$ cat src/mfps_pkg.sv
/*
 * Package for the multifunction pin status selector.
 * Holds select codes, status bit positions, APB register map and reset values.
 * Assumes a 32-bit APB master and a 100 MHz core clock.
 */
package mfps_pkg;
    // APB register byte offsets
    localparam logic [7:0] MFPS_OFS_SELECT = 8'h00;
    localparam logic [7:0] MFPS_OFS_PIN = 8'h04;
    localparam logic [7:0] MFPS_OFS_IRQ_STATUS = 8'h08;
    localparam logic [7:0] MFPS_OFS_IRQ_MASK = 8'h0C;
    // Reset values
    localparam logic [7:0] MFPS_SELECT_RST = 8'h00;
    localparam logic [1:0] MFPS_MASK_RST = 2'h0;
    // Direction bit of the select value
    localparam int MFPS_DIR_BIT = 7;
    // Interrupt status bit positions
    localparam int MFPS_IRQ_HIST0 = 0;
    localparam int MFPS_IRQ_HIST1 = 1;
    // Lock status register bit positions
    localparam int MFPS_LK_PHASE = 1;
    localparam int MFPS_LK_FREQ = 2;
    localparam int MFPS_LK_ALOCK = 3;
    localparam int MFPS_LK_ACAL = 4;
    // Loop state register bit positions
    localparam int MFPS_ST_FREE = 0;
    localparam int MFPS_ST_HOLD = 1;
    localparam int MFPS_ST_SWITCH = 2;
    // History status register bit positions
    localparam int MFPS_HS_AVAIL = 0;
    localparam int MFPS_HS_CLAMP = 1;
    localparam int MFPS_HS_SLEW = 2;
    localparam int MFPS_HS_DEMAP = 3;
    // Event register bit position
    localparam int MFPS_EV_HIST = 4;
    // Reference status: loop active bits start here
    localparam int MFPS_REF_ACT_LSB = 4;
    // Output select codes
    localparam logic [7:0] MFPS_SEL_REF4_ACTIVE = 8'hB3;
    localparam logic [7:0] MFPS_SEL_L0_BASE = 8'hC0;
    localparam logic [7:0] MFPS_SEL_L1_BASE = 8'hD0;
    localparam logic [7:0] MFPS_SEL_L2_PHASE = 8'hE0;
    localparam logic [7:0] MFPS_SEL_L2_FREQ = 8'hE1;
    // Low-nibble offsets inside a loop group
    localparam logic [3:0] MFPS_SUB_PHASE = 4'h0;
    localparam logic [3:0] MFPS_SUB_FREQ = 4'h1;
    localparam logic [3:0] MFPS_SUB_ALOCK = 4'h2;
    localparam logic [3:0] MFPS_SUB_ACAL = 4'h3;
    localparam logic [3:0] MFPS_SUB_ACTIVE = 4'h4;
    localparam logic [3:0] MFPS_SUB_FREE = 4'h5;
    localparam logic [3:0] MFPS_SUB_HOLD = 4'h6;
    localparam logic [3:0] MFPS_SUB_SWITCH = 4'h7;
    localparam logic [3:0] MFPS_SUB_AVAIL = 4'h8;
    localparam logic [3:0] MFPS_SUB_HUPD = 4'h9;
    localparam logic [3:0] MFPS_SUB_CLAMP = 4'hA;
    localparam logic [3:0] MFPS_SUB_SLEW = 4'hB;
    localparam logic [3:0] MFPS_SUB_SYNC = 4'hC;
    localparam logic [3:0] MFPS_SUB_DEMAP = 4'hD;
endpackage

$ cat src/mfps_pin_select.sv
/*
 * Multifunction pin status selector with APB register access.
 * Assumes status inputs synchronous to i_core_clk and a standard APB master.
 */
// The APB slave port and the address map were left to the implementer.
`timescale 1ns/1ps
// What this block does
// - Select bit seven set means status output.
// - 0xB3 gives reference four active, any loop.
// - 0xC0-C3 give loop zero lock bits.
// - 0xC4 gives loop zero active, ORed.
// - 0xC5-C7 give loop zero state bits.
// - 0xC8, CA, CB give loop zero history bits.
// - 0xC9 gives loop zero history event, unmasked.
// - 0xCC gives loop zero sync pulse.
// - 0xCD gives loop zero demapping clamp flag.
// - 0xD0-D3 give loop one lock bits.
// - 0xD4 gives loop one active, ORed.
// - 0xD5-D7 give loop one state bits.
// - 0xD8, DA, DB give loop one history bits.
// - 0xD9 gives loop one history event, unmasked.
// - 0xDC gives loop one sync pulse.
// - 0xDD gives loop one demapping clamp flag.
// - 0xE0-E1 give loop two lock bits.
module mfps_pin_select
    import mfps_pkg::*;
(
    // Clock, reset, enable
    input wire logic i_core_clk,
    input wire logic i_rstn,
    input wire logic i_ce,
    // APB slave
    input wire logic i_psel,
    input wire logic i_penable,
    input wire logic i_pwrite,
    input wire logic [7:0] i_paddr,
    input wire logic [31:0] i_pwdata,
    output logic [31:0] o_prdata,
    output logic o_pready,
    output logic o_pslverr,
    // Reference status, one byte per reference
    input wire logic [7:0] i_ref_status_one,
    input wire logic [7:0] i_ref_status_two,
    input wire logic [7:0] i_ref_status_three,
    input wire logic [7:0] i_ref_status_four,
    // Loop zero status
    input wire logic [7:0] i_loop_zero_lock,
    input wire logic [7:0] i_loop_zero_state,
    input wire logic [7:0] i_loop_zero_hist,
    input wire logic [7:0] i_loop_zero_event,
    input wire logic i_loop_zero_sync,
    // Loop one status
    input wire logic [7:0] i_loop_one_lock,
    input wire logic [7:0] i_loop_one_state,
    input wire logic [7:0] i_loop_one_hist,
    input wire logic [7:0] i_loop_one_event,
    input wire logic i_loop_one_sync,
    // Loop two status
    input wire logic [7:0] i_loop_two_lock,
    // Pin and interrupt
    output logic o_pin_out,
    output logic o_pin_oe,
    output logic o_irq
);

    typedef enum logic [1:0] {
        MFPS_APB_IDLE = 2'b00,
        MFPS_APB_ACCESS = 2'b01
    } mfps_apb_e;

    logic [7:0] select;
    logic [1:0] irq_status;
    logic [1:0] irq_mask;
    mfps_apb_e apb_state;
    logic [1:0] hist_prev;

    // Picks one loop's status by low nibble
    function automatic logic loop_pick(input logic [3:0] sub, input logic [7:0] lk, input logic [7:0] st,
                                       input logic [7:0] hs, input logic [7:0] ev, input logic act,
                                       input logic sync);
        logic r;
        r = 1'b0;
        case (sub)
            MFPS_SUB_PHASE: r = lk[MFPS_LK_PHASE];
            MFPS_SUB_FREQ: r = lk[MFPS_LK_FREQ];
            MFPS_SUB_ALOCK: r = lk[MFPS_LK_ALOCK];
            MFPS_SUB_ACAL: r = lk[MFPS_LK_ACAL];
            MFPS_SUB_ACTIVE: r = act;
            MFPS_SUB_FREE: r = st[MFPS_ST_FREE];
            MFPS_SUB_HOLD: r = st[MFPS_ST_HOLD];
            MFPS_SUB_SWITCH: r = st[MFPS_ST_SWITCH];
            MFPS_SUB_AVAIL: r = hs[MFPS_HS_AVAIL];
            MFPS_SUB_HUPD: r = ev[MFPS_EV_HIST];
            MFPS_SUB_CLAMP: r = hs[MFPS_HS_CLAMP];
            MFPS_SUB_SLEW: r = hs[MFPS_HS_SLEW];
            MFPS_SUB_SYNC: r = sync;
            MFPS_SUB_DEMAP: r = hs[MFPS_HS_DEMAP];
            default: r = 1'b0;
        endcase
        return r;
    endfunction

    // Loop active across the four reference status bytes
    wire logic [3:0] loop_active_vec = {i_ref_status_one[MFPS_REF_ACT_LSB + 3], i_ref_status_one[MFPS_REF_ACT_LSB + 2],
                                        i_ref_status_one[MFPS_REF_ACT_LSB + 1], i_ref_status_one[MFPS_REF_ACT_LSB]}
                                     | {i_ref_status_two[MFPS_REF_ACT_LSB + 3], i_ref_status_two[MFPS_REF_ACT_LSB + 2],
                                        i_ref_status_two[MFPS_REF_ACT_LSB + 1], i_ref_status_two[MFPS_REF_ACT_LSB]}
                                     | {i_ref_status_three[MFPS_REF_ACT_LSB + 3],
                                        i_ref_status_three[MFPS_REF_ACT_LSB + 2],
                                        i_ref_status_three[MFPS_REF_ACT_LSB + 1],
                                        i_ref_status_three[MFPS_REF_ACT_LSB]}
                                     | {i_ref_status_four[MFPS_REF_ACT_LSB + 3],
                                        i_ref_status_four[MFPS_REF_ACT_LSB + 2],
                                        i_ref_status_four[MFPS_REF_ACT_LSB + 1],
                                        i_ref_status_four[MFPS_REF_ACT_LSB]};
    wire logic loop_zero_active = loop_active_vec[0];
    wire logic loop_one_active = loop_active_vec[1];
    wire logic ref_four_active = |i_ref_status_four[MFPS_REF_ACT_LSB +: 4];

    // Selection
    wire logic is_output = select[MFPS_DIR_BIT];
    wire logic [3:0] sel_hi = select[7:4];
    wire logic [3:0] sel_lo = select[3:0];
    wire logic pick_zero = loop_pick(sel_lo, i_loop_zero_lock, i_loop_zero_state, i_loop_zero_hist,
                                     i_loop_zero_event, loop_zero_active, i_loop_zero_sync);
    wire logic pick_one = loop_pick(sel_lo, i_loop_one_lock, i_loop_one_state, i_loop_one_hist,
                                    i_loop_one_event, loop_one_active, i_loop_one_sync);
    wire logic is_zero_grp = sel_hi == MFPS_SEL_L0_BASE[7:4];
    wire logic is_one_grp = sel_hi == MFPS_SEL_L1_BASE[7:4];
    wire logic next_pin = !is_output ? 1'b0 :
                          (select == MFPS_SEL_REF4_ACTIVE) ? ref_four_active :
                          is_zero_grp ? pick_zero :
                          is_one_grp ? pick_one :
                          (select == MFPS_SEL_L2_PHASE) ? i_loop_two_lock[MFPS_LK_PHASE] :
                          (select == MFPS_SEL_L2_FREQ) ? i_loop_two_lock[MFPS_LK_FREQ] : 1'b0;

    // APB decode
    wire logic apb_setup = i_psel && !i_penable && apb_state == MFPS_APB_IDLE;
    wire logic apb_done = i_psel && i_penable && apb_state == MFPS_APB_ACCESS;
    wire logic hit_select = i_paddr == MFPS_OFS_SELECT;
    wire logic hit_pin = i_paddr == MFPS_OFS_PIN;
    wire logic hit_status = i_paddr == MFPS_OFS_IRQ_STATUS;
    wire logic hit_mask = i_paddr == MFPS_OFS_IRQ_MASK;
    wire logic hit_any = hit_select | hit_pin | hit_status | hit_mask;
    wire logic wr_select = apb_done && i_pwrite && hit_select;
    wire logic wr_mask = apb_done && i_pwrite && hit_mask;
    wire logic rd_status = apb_done && !i_pwrite && hit_status;
    wire logic [31:0] rd_mux = hit_select ? {24'h000000, select} :
                               hit_pin ? {30'h0, o_pin_oe, o_pin_out} :
                               hit_status ? {30'h0, irq_status} :
                               hit_mask ? {30'h0, irq_mask} : 32'h00000000;

    // History-updated rising edges as events, set wins over read clear
    wire logic [1:0] hist_now = {i_loop_one_event[MFPS_EV_HIST], i_loop_zero_event[MFPS_EV_HIST]};
    wire logic [1:0] hist_rise = hist_now & ~hist_prev;
    // Read clears only the bits it reported, so a late event is kept
    wire logic [1:0] next_irq_status = (irq_status & ~(rd_status ? o_prdata[1:0] : 2'h0)) | hist_rise;
    wire logic next_irq = |(next_irq_status & (wr_mask ? i_pwdata[1:0] : irq_mask));

    always_ff @(posedge i_core_clk) begin
        if (!i_rstn) begin
            apb_state <= MFPS_APB_IDLE;
            o_pready <= 1'b0;
        end else if (i_ce) begin
            apb_state <= apb_setup ? MFPS_APB_ACCESS : MFPS_APB_IDLE;
            o_pready <= apb_setup;
        end
    end

    always_ff @(posedge i_core_clk) begin
        if (!i_rstn) begin
            o_prdata <= 32'h00000000;
            o_pslverr <= 1'b0;
        end else if (i_ce && apb_setup) begin
            o_prdata <= i_pwrite ? 32'h00000000 : rd_mux;
            o_pslverr <= !hit_any;
        end
    end

    always_ff @(posedge i_core_clk) begin
        if (!i_rstn) begin
            select <= MFPS_SELECT_RST;
            irq_mask <= MFPS_MASK_RST;
        end else if (i_ce) begin
            if (wr_select) begin
                select <= i_pwdata[7:0];
            end
            if (wr_mask) begin
                irq_mask <= i_pwdata[1:0];
            end
        end
    end

    always_ff @(posedge i_core_clk) begin
        if (!i_rstn) begin
            irq_status <= 2'h0;
            hist_prev <= 2'h0;
            o_irq <= 1'b0;
        end else if (i_ce) begin
            irq_status <= next_irq_status;
            hist_prev <= hist_now;
            o_irq <= next_irq;
        end
    end

    // Pin output register
    always_ff @(posedge i_core_clk) begin
        if (!i_rstn) begin
            o_pin_out <= 1'b0;
            o_pin_oe <= 1'b0;
        end else if (i_ce) begin
            o_pin_out <= next_pin;
            o_pin_oe <= is_output;
        end
    end
endmodule

$ cat config.mk
export PLATFORM = sky130hd
export DESIGN_NAME = mfps_pin_select
export DESIGN_NICKNAME = d
export VERILOG_FILES = /design/src/mfps_pkg.sv /design/src/mfps_pin_select.sv
export SDC_FILE = /design/constraint.sdc
export NUM_CORES = 1
export LEC_CHECK = 0
export BUFFER_PORTS_ARGS = -buffer_cell sky130_fd_sc_hd__buf_2
export CORE_MARGIN = 3
export CORE_UTILIZATION = 36
export CTS_BUF_LIST = sky130_fd_sc_hd__clkbuf_4 sky130_fd_sc_hd__clkbuf_8 sky130_fd_sc_hd__clkbuf_16
export DETAILED_ROUTE_END_ITERATION = 10
export PLACE_DENSITY = 0.91
export SLEW_MARGIN = 20
export SYNTH_ARGS = -nofsm -noshare
export SYNTH_HDL_FRONTEND = slang
export SYNTH_SLANG_ARGS = --single-unit
$ cat constraint.sdc
create_clock -name i_core_clk -period 2.61 [get_ports i_core_clk]
set_clock_uncertainty 0.2 [all_clocks]
set_input_delay 0.261 -clock i_core_clk [delete_from_list [all_inputs] [get_ports i_core_clk]]
set_output_delay 0.261 -clock i_core_clk [all_outputs]
set_load 0.1 [all_outputs]
# After elaboration in Yosys (flattened, before gate mapping)
# Cells that the tools add are included.
# classes
addsub,0
multipliers,0
n_div,0
magnitude_cmp,0
n_eq_ne,22
shifts,0
n_mux,16
bitwise,12
n_reduce_logical,19
# op_table
cell,n
$eq A4 B4 Y1 const B,8
$pmux W1 S14,2
$eq A8 B8 Y1 const B,3
$eq A4 B3 Y1 const B,4
$eq A8 B4 Y1 const B,2
$mux W8,2
$logic_and A1 B1 Y1,10
$mux W2,5
$eq A4 B2 Y1 const B,2
$eq A8 B3 Y1 const B,1
$logic_not A8 Y1,1
$or A2 B2 Y2,4
$mux W1,7
$and A2 B2 Y2,3
$eq A4 B1 Y1 const B,1
$logic_not A4 Y1,1
$not A2 Y2,2
$reduce_or A4 Y1,1
$logic_not A1 Y1,3
$or A1 B1 Y1,3
$eq A2 B1 Y1 const B,1
$logic_not A2 Y1,1
$reduce_and A2 Y1,1
$reduce_or A2 Y1,1
# totals
ff_bits,53
latchBits,0
mem_bits_rw,0
rom_bits,0
input_bits,152
memories,0

# Logic depth before layout (Yosys ltp)
# Gate-level depths: netlist of run 1.
# logic_depth
ltp_word,10
ltp_mapped,7
depth_no_buf,5

# Worst setup path before layout of run 1
# OpenSTA, ideal clock, no wires.
# synth_path
path_kind,register to register
from,register o_pready (netlist name)
to,register select[0]
setup_ns,0.116
t_arrival_ns,2.166
t_required_ns,2.294
path_slack_ns,0.128
path_stages_with_launch,5
path_buffers,0
path_cell_list,dfxtp_1 -> nand3_1 -> nor4_4 -> mux2i_1 -> nor2b_1
# synth_lines
item,line,rtl
end signal: assignment,mfps_pin_select.sv:186,select <= i_pwdata[7:0];
end: declaration,mfps_pin_select.sv:71,logic [7:0] select;

# Worst setup path in the final report of run 1
# layout_path
from,register select[3]
to,register o_pin_out
# layout_via
elab_chain_len,7
# layout_rtl
item,line,rtl
$eq A8 B8 Y1,mfps_pin_select.sv:135,(select == MFPS_SEL_L2_FREQ) ? i_loop_two_lock[MFPS_LK_FREQ] : 1'b0;
$mux W1,mfps_pin_select.sv:135,
$mux W1,mfps_pin_select.sv:134,(select == MFPS_SEL_L2_PHASE) ? i_loop_two_lock[MFPS_LK_PHASE] :
$mux W1,mfps_pin_select.sv:133,is_one_grp ? pick_one :
$mux W1,mfps_pin_select.sv:132,is_zero_grp ? pick_zero :
$mux W1 *,mfps_pin_select.sv:131,(select == MFPS_SEL_REF4_ACTIVE) ? ref_four_active :
$mux W1 *,mfps_pin_select.sv:130,wire logic next_pin = !is_output ? 1'b0 :
end signal: assignment,mfps_pin_select.sv:212,o_pin_out <= next_pin;
end: declaration,mfps_pin_select.sv:61,"output logic o_pin_out,"
# Every way passes the cells marked *; elsewhere a longest branch is shown, timed or not.
# A chain may end at the register's enable or synchronous reset.

==> reports/qor.csv, run 1 <==
stage,metric,value,unit
clock_network,cts_tree,done,
die,die_w,78.49,um
layout,final_area,0.002296,mm2
critical_path,crit_arrival,2.02,ns
yosys,synth.top_cells.by_area,"dfxtp_1 29%, mux2i_1 11%, buf_4 9.5%, nor2b_1 7.6%, a22oi_1 3.6%",
sta,hold_viol_final,0,
power,ir_drop,189.1,uV
global_route,grt_pass1_wl,7624,um
critical_path,critical_path_class,reg2reg,
power,p_leak,1.020,nW
yosys,syn_area_per_cell,8.678,um2
die,initial_core_util,0.3852,
clock_network,cts_buffers,3,
min_path,min_to,select[3],
global_route,antenna_found_initial,0,
detailed_routing,ant_nets,0,
layout,final_common_cell,buf_2,
clock_network,clk_latency,0.28,ns
min_path,hold_start,i_pwdata[3],
die,rows,25,
critical_path,crit_required,2.58,ns
min_path,hold_class,in2reg,
min_path,hold_depth,3,
yosys,synth_top_area_frac,0.2857,
yosys,ys_warn_count,0,
clock_network,h-tree-depth,1,
yosys,synth_top_area_cell,dfxtp_1,
detailed_routing,via_per_inst,5.127,
critical_path,cp-end-kind,flip-flop,
sta,min_period,2.056,ns
global_route,grt_max_degree,30,
placement,dp_hpwl,3742,um
critical_path,r2r-start,select[3],
critical_path,r2r_setup_slack,0.55,ns
yosys,yosysSeqAreaShare,0.2857,
run_status,status,"complete, no violations",
placement,placedCellCount,350,
power,p_per_area,414.8,mW/mm2
yosys,synth_cells,218,
clock_network,cts_hold_buffers,0,
die,die_area,0.006161,mm2
sta,hold_slack,0.02632,ns
critical_path,ff2ff_path_depth,5,
layout,area_growth,21.36,%
clock_network,cts_buffer_depth,2,
yosys,synth_cell_types,52,
global_route,track_usage,0.1529,
detailed_routing,num_vias,1815,
layout,layout_common_cells,"72 x buf_2, 27 x dfxtp_1, 24 x conb_1",
clock_network,cts_resized,0,
sta,rsz0062_at_grt,false,
sta,slew_violations,0,
yosys,synth_ff_type,dfxtp_1,
layout,fin_cells,354,
detailed_routing,wl_per_cell,13.33,um
sta,final-setup-viol-count,0,
clock_network,clk_pin_slew,0.10,ns
sta,worst_pin_slew,0.5514,ns
die,core,0.004911,mm2
power,finalPower,0.0009523,W
global_route,grt_pass1_vias,1602,
clock_network,numClockSinks,27,
layout,drive_gt1_frac,0.3206,
critical_path,crit_path_max_fanout,19,
detailed_routing,drt_iter0_markers,70,
placement,io_buffers,72,
die,pin_count,189,
clock_network,ctsRootBufferMaster,clkbuf_8,
sta,clock.fmax,486.4,MHz
critical_path,r2r-end,o_pin_out,
critical_path,cp-start-kind,flip-flop,
detailed_routing,drc,0,
yosys,netlist_area,0.001892,mm2
placement,place.gp.congestion,0.9057,
yosys,synthArstFlopShare,0,
yosys,synth-seq-cells,27,
run,maxCapViolations,0,
clock_network,post-cts-setup-buffers,0,
sta,finalSetupTns,0,ns
sta,max_slew_margin,0.6319,
layout,diodes,0,
global_route,grt-ovfl-total,0,
die,die_y,78.49,um
sta,min_period_over_period,0.7877,
yosys,synth_edf_count,0,
layout,nets,440,
placement,dpl_cell_area,0.002246,mm2
detailed_routing,routed_wl,4719,um
detailed_routing,dr.pass1.iters,4,
-- worst max-delay path by stage --
stage / startpoint / to / slack [ns] / cells after the start
after floorplan: o_pready / select[0] / 0.13 / 4
after global placement: i_paddr[1] / o_irq / 0.61 / 6
after detailed placement: i_paddr[1] / o_irq / 0.58 / 6
after CTS: select[3] / o_pin_out / 0.57 / 5
after global routing: select[3] / o_pin_out / 0.38 / 5
final: select[3] / o_pin_out / 0.55 / 5
-- logic make-up after synthesis --
logic type / after synthesis / share of synthesized area
AOI/OAI and AO/OA: 43 / 0.1700
buffers and inverters: 39 / 0.1250
DFF: 27 / 0.2857
muxes: 22 / 0.1177
other: 1 / 0.001982
and+or+nand+nor: 86 / 0.2996
-- state kept, by name, indices dropped and copies added (netlist names), 2 cells and up --
name	count
irq_status	2
select	8
hist_prev	2
o_prdata	8
irq_mask	2
-- per-layer routing --
metal | track usage | routed length [um] | vias up
met2 | 0.2517 | 2148 | 94
met4 | 0.04021 | 54 | 0
li1 | - | - | 898
met5 | 0 | 0 | -
met3 | 0.03211 | 422 | 6
met1 | 0.2024 | 2093 | 817
-- synth_stat cells, drive strengths merged, types with 2 or more instances --
master / number
a21boi: 2
a21oi: 6
a22oi: 9
a311oi: 2
a31oi: 4
and3: 3
and3b: 2
buf: 24
clkbuf: 13
dfxtp: 27
inv: 2
mux2: 2
mux2i: 20
nand2: 9
nand2b: 7
nand3: 4
nand3b: 3
nand4: 3
nand4bb: 2
nor2: 8
nor2b: 23
nor3: 4
nor3b: 3
nor4: 6
o211a: 2
o21ai: 3
o32ai: 4
or3: 2
-- through the flow --
stage / util / worst slack, ns
global route: 0.4675 / 0.3758
global placement: 0.4573 / 0.6090
floorplan: - / 0.1280
detailed placement: 0.4573 / 0.5779
CTS: 0.4675 / 0.5699
finish: 0.4675 / 0.5541
-- cell type report --
cell class	instances	area, um2
Tap cell	67	83.83
Sequential cell	27	540.5
Clock inverter	1	8.758
Fill cell	477	2615
Inverter	2	7.507
Multi-Input combinational cell	175	1201
Timing Repair Buffer	79	412.9
Clock buffer	3	41.29
-- power breakdown --
| part | total, W | leakage (nW) | internal [W] | switching, W |
|---|---|---|---|---|
| Clock | 0.000254 | 0.0261 | 0.000112 | 0.000142 |
| Sequential | 0.000422 | 0.219 | 0.000418 | 0.00000406 |
| Combinational | 0.000276 | 0.775 | 0.0000596 | 0.000217 |
| Total | 0.000952 | 1.02 | 0.000590 | 0.000362 |
-- critical path: stages (launching register included) --
cell and delay [ns]:
dfxtp_1 0.68, mux2_2 0.40, a22oi_1 0.20, o32ai_1 0.11
o31ai_1 0.24, o21ai_0 0.11
Note: power is estimated with default switching activity, not from simulation.
==> inputs of run 2 (changes only) <==
Settings changed: CORE_UTILIZATION 36 to 33, PLACE_DENSITY 0.91 to 0.88.
Clock period 2.61 ns to 1.85 ns, I/O delays scaled along.
==> reports/qor.csv, run 2 (synthesis gave the netlist of run 1 again) <==
stage,metric,value,unit,change
global_route,antenna_found_initial,0,,unchanged
global_route,grt_max_degree,29,,-3.3%
min_path,hold_start,i_loop_zero_event[4],,
detailed_routing,num_vias,1925,,+6.1%
critical_path,ff2ff_path_depth,5,,unchanged
layout,nets,461,,+4.8%
clock_network,numClockSinks,27,,unchanged
critical_path,crit_start,select[3],,
critical_path,critical_path_class,reg2reg,,
die,pin_count,189,,unchanged
sta,worst_slack,0.08416,ns,-0.4699 ns
critical_path,cp_top_family,compound AO/OA/AOI/OAI gates,,
layout,top_regs,"o_prdata: 8 flops, select: 8 flops",,
placement,place.gp.congestion,0.8975,,-0.91%
placement,io_buffers,72,,unchanged
layout,layout_common_cells,"72 x buf_2, 24 x conb_1, 23 x nor2b_1",,
layout,drive_gt1_frac,0.3864,,+0.06581
die,initial_core_util,0.3546,,-0.03063
detailed_routing,routed_wl,5284,um,+12%
layout,regArea,554.3,um2,+2.5%
clock_network,post-cts-setup-buffers,0,,unchanged
placement,dp_hpwl,4225,um,+13%
global_route,use_met1,0.2040,,+0.001636
run_status,status,"complete, no violations",,
power,p_per_area,536.3,mW/mm2,+29%
clock_network,cts_buffers,3,,unchanged
global_route,grt_pass1_vias,1811,,+13%
die,die_y,81.72,um,+4.1%
clock_network,clk_pin_slew,0.10,ns,about the same
detailed_routing,ant_nets,0,,unchanged
global_route,grtUsageMet3,0.02303,,-0.009084
placement,post-place-ws,-0.04525,ns,-0.6232 ns
critical_path,r2r-end,o_pin_out,,
global_route,grt_pass1_wl,8314,um,+9.1%
detailed_routing,drt_iter0_markers,93,,+33%
die,core,0.005335,mm2,+8.6%
sta,min_period,1.766,ns,-0.2901 ns
clock_network,clk_latency,0.27,ns,about the same
clock_network,cts_tree,done,,
critical_path,worstPathCellList,mux2_2 -> a22oi_1 -> o32ai_1 -> o31ai_1 -> o21ai_1,,
critical_path,r2r_setup_slack,0.08,ns,-0.47 ns
min_path,hold_depth,3,,unchanged
critical_path,cp-end-kind,flip-flop,,
detailed_routing,drc,0,,unchanged
die,die_w,81.72,um,+4.1%
layout,multi_input_area,0.001217,mm2,+1.4%
critical_path,cp_slowest_cell,dfxtp_2,,
critical_path,crit_arrival,1.73,ns,-0.29 ns
global_route,grt-busiest-layer,met2,,
critical_path,critical-path-max-stage-delay,0.42,ns,-0.26 ns
detailed_routing,dr.pass1.iters,4,,unchanged
min_path,hold_class,in2reg,,
layout,final_common_cell,buf_2,,
die,rows,26,,+4.0%
run,maxCapViolations,0,,unchanged
sta,final-setup-viol-count,0,,unchanged
critical_path,crit_buf_inv,0,,unchanged
power,ir_drop,267.8,uV,+42%
min_path,min_to,hist_prev[0],,
die,die_area,0.006677,mm2,+8.4%
power,p_leak,1.129,nW,+11%
detailed_routing,wl_per_cell,13.98,um,+4.9%
sta,clock.fmax,566.3,MHz,+16%
critical_path,r2r-start,select[3],,
critical_path,crit_required,1.81,ns,-0.77 ns
global_route,use_met2,0.2777,,+0.02597
detailed_routing,via_per_inst,5.093,,-0.67%
sta,hold_viol_final,0,,unchanged
sta,slew_violations,0,,unchanged
clock_network,ctsRootBufferMaster,clkbuf_8,,
critical_path,crit_path_max_fanout,7,,-12
layout,area_growth,33.07,%,
global_route,track_usage,0.1559,,+0.003007
layout,postLayoutCoreUtil,0.4719,,+0.004341
clock_network,h-tree-depth,1,,unchanged
layout,diodes,0,,unchanged
global_route,grt-ovfl-total,0,,unchanged
layout,nFillCells,523,,+9.6%
clock_network,cts_buffer_depth,2,,unchanged
sta,min_period_over_period,0.9545,,+0.1668
critical_path,cp-start-kind,flip-flop,,
## run 2: cell count changes in the layout (fill, tap and decap cells not counted), moves of 2 or more
cell / before / now
dfxtp_2: 0 / 8
nor3_1: 4 / 2
nor3_2: 0 / 2
buf_4: 7 / 20
dfxtp_1: 27 / 18
dlygate4sd3_1: 0 / 6
## run 2: final cells by class
class                   count  area share
clock buffers               3     0.01640
clock inverters             1    0.002982
repair buffers            100      0.2391
inverters                   2    0.002982
multi-input cells         175      0.4836
well taps                  70     0.03479
flip-flops and latches     27      0.2202
## run 2: layer usage
metal	share of wire	vias up
li1	-	934
met1	0.45	893
met2	0.47	96
met3	0.081	2
met4	0.0019	0
met5	0	-
## run 2: stage by stage
| step | hold slack [ns] | instance area, um2 | total power [W] | setup TNS (ns) | std cells |
|---|---|---|---|---|---|
| 2_1_floorplan | 0.1512 | 1987 | 0.0009458 | -0.3595 | 241 |
| 3_3_place_gp | 0.2426 | 2384 | 0.001001 | -0.04499 | 368 |
| 3_5_place_dp | 0.2523 | 2384 | 0.001004 | -0.2171 | 368 |
| 4_1_cts | 0.004425 | 2502 | 0.001355 | 0 | 378 |
| 5_1_grt | 0.005530 | 2517 | 0.001409 | -0.05916 | 378 |
| 6_report | 0.001241 | 2517 | 0.001350 | 0 | 378 |
## run 2: where the power goes
group	total (W)	switching, W	internal [W]
Combinational	0.000410	0.000312	0.0000987
Sequential	0.000594	0.00000558	0.000589
Clock	0.000345	0.000192	0.000153
Total	0.00135	0.000510	0.000841
## run 2: worst max-delay path by stage
stage / end / slack (ns) / cells after the start
after global routing: o_pin_out / -0.06 / 6
after detailed placement: o_prdata[1] / -0.05 / 8
final: o_pin_out / 0.08 / 5
after global placement: o_irq / -0.04 / 6
after CTS: o_pin_out / 0.02 / 6
after floorplan: select[0] / -0.04 / 5
## run 2: worst reg2reg max path, cell delays in order, from the launching register on
cell and delay (ns):
dfxtp_2 0.42, mux2_2 0.35, a22oi_1 0.21, o32ai_1 0.13, o31ai_1 0.24, o21ai_1 0.10
## run 2: repair_timing
| action | 4_1_cts | 5_1_grt |
|---|---|---|
| hold endpoints to repair | 6 | 0 |
| setup endpoints to repair | 1 | 1 |
| gates resized for setup | 3 | 6 |
| hold buffers | 6 | 0 |
| cloned | 0 | 0 |
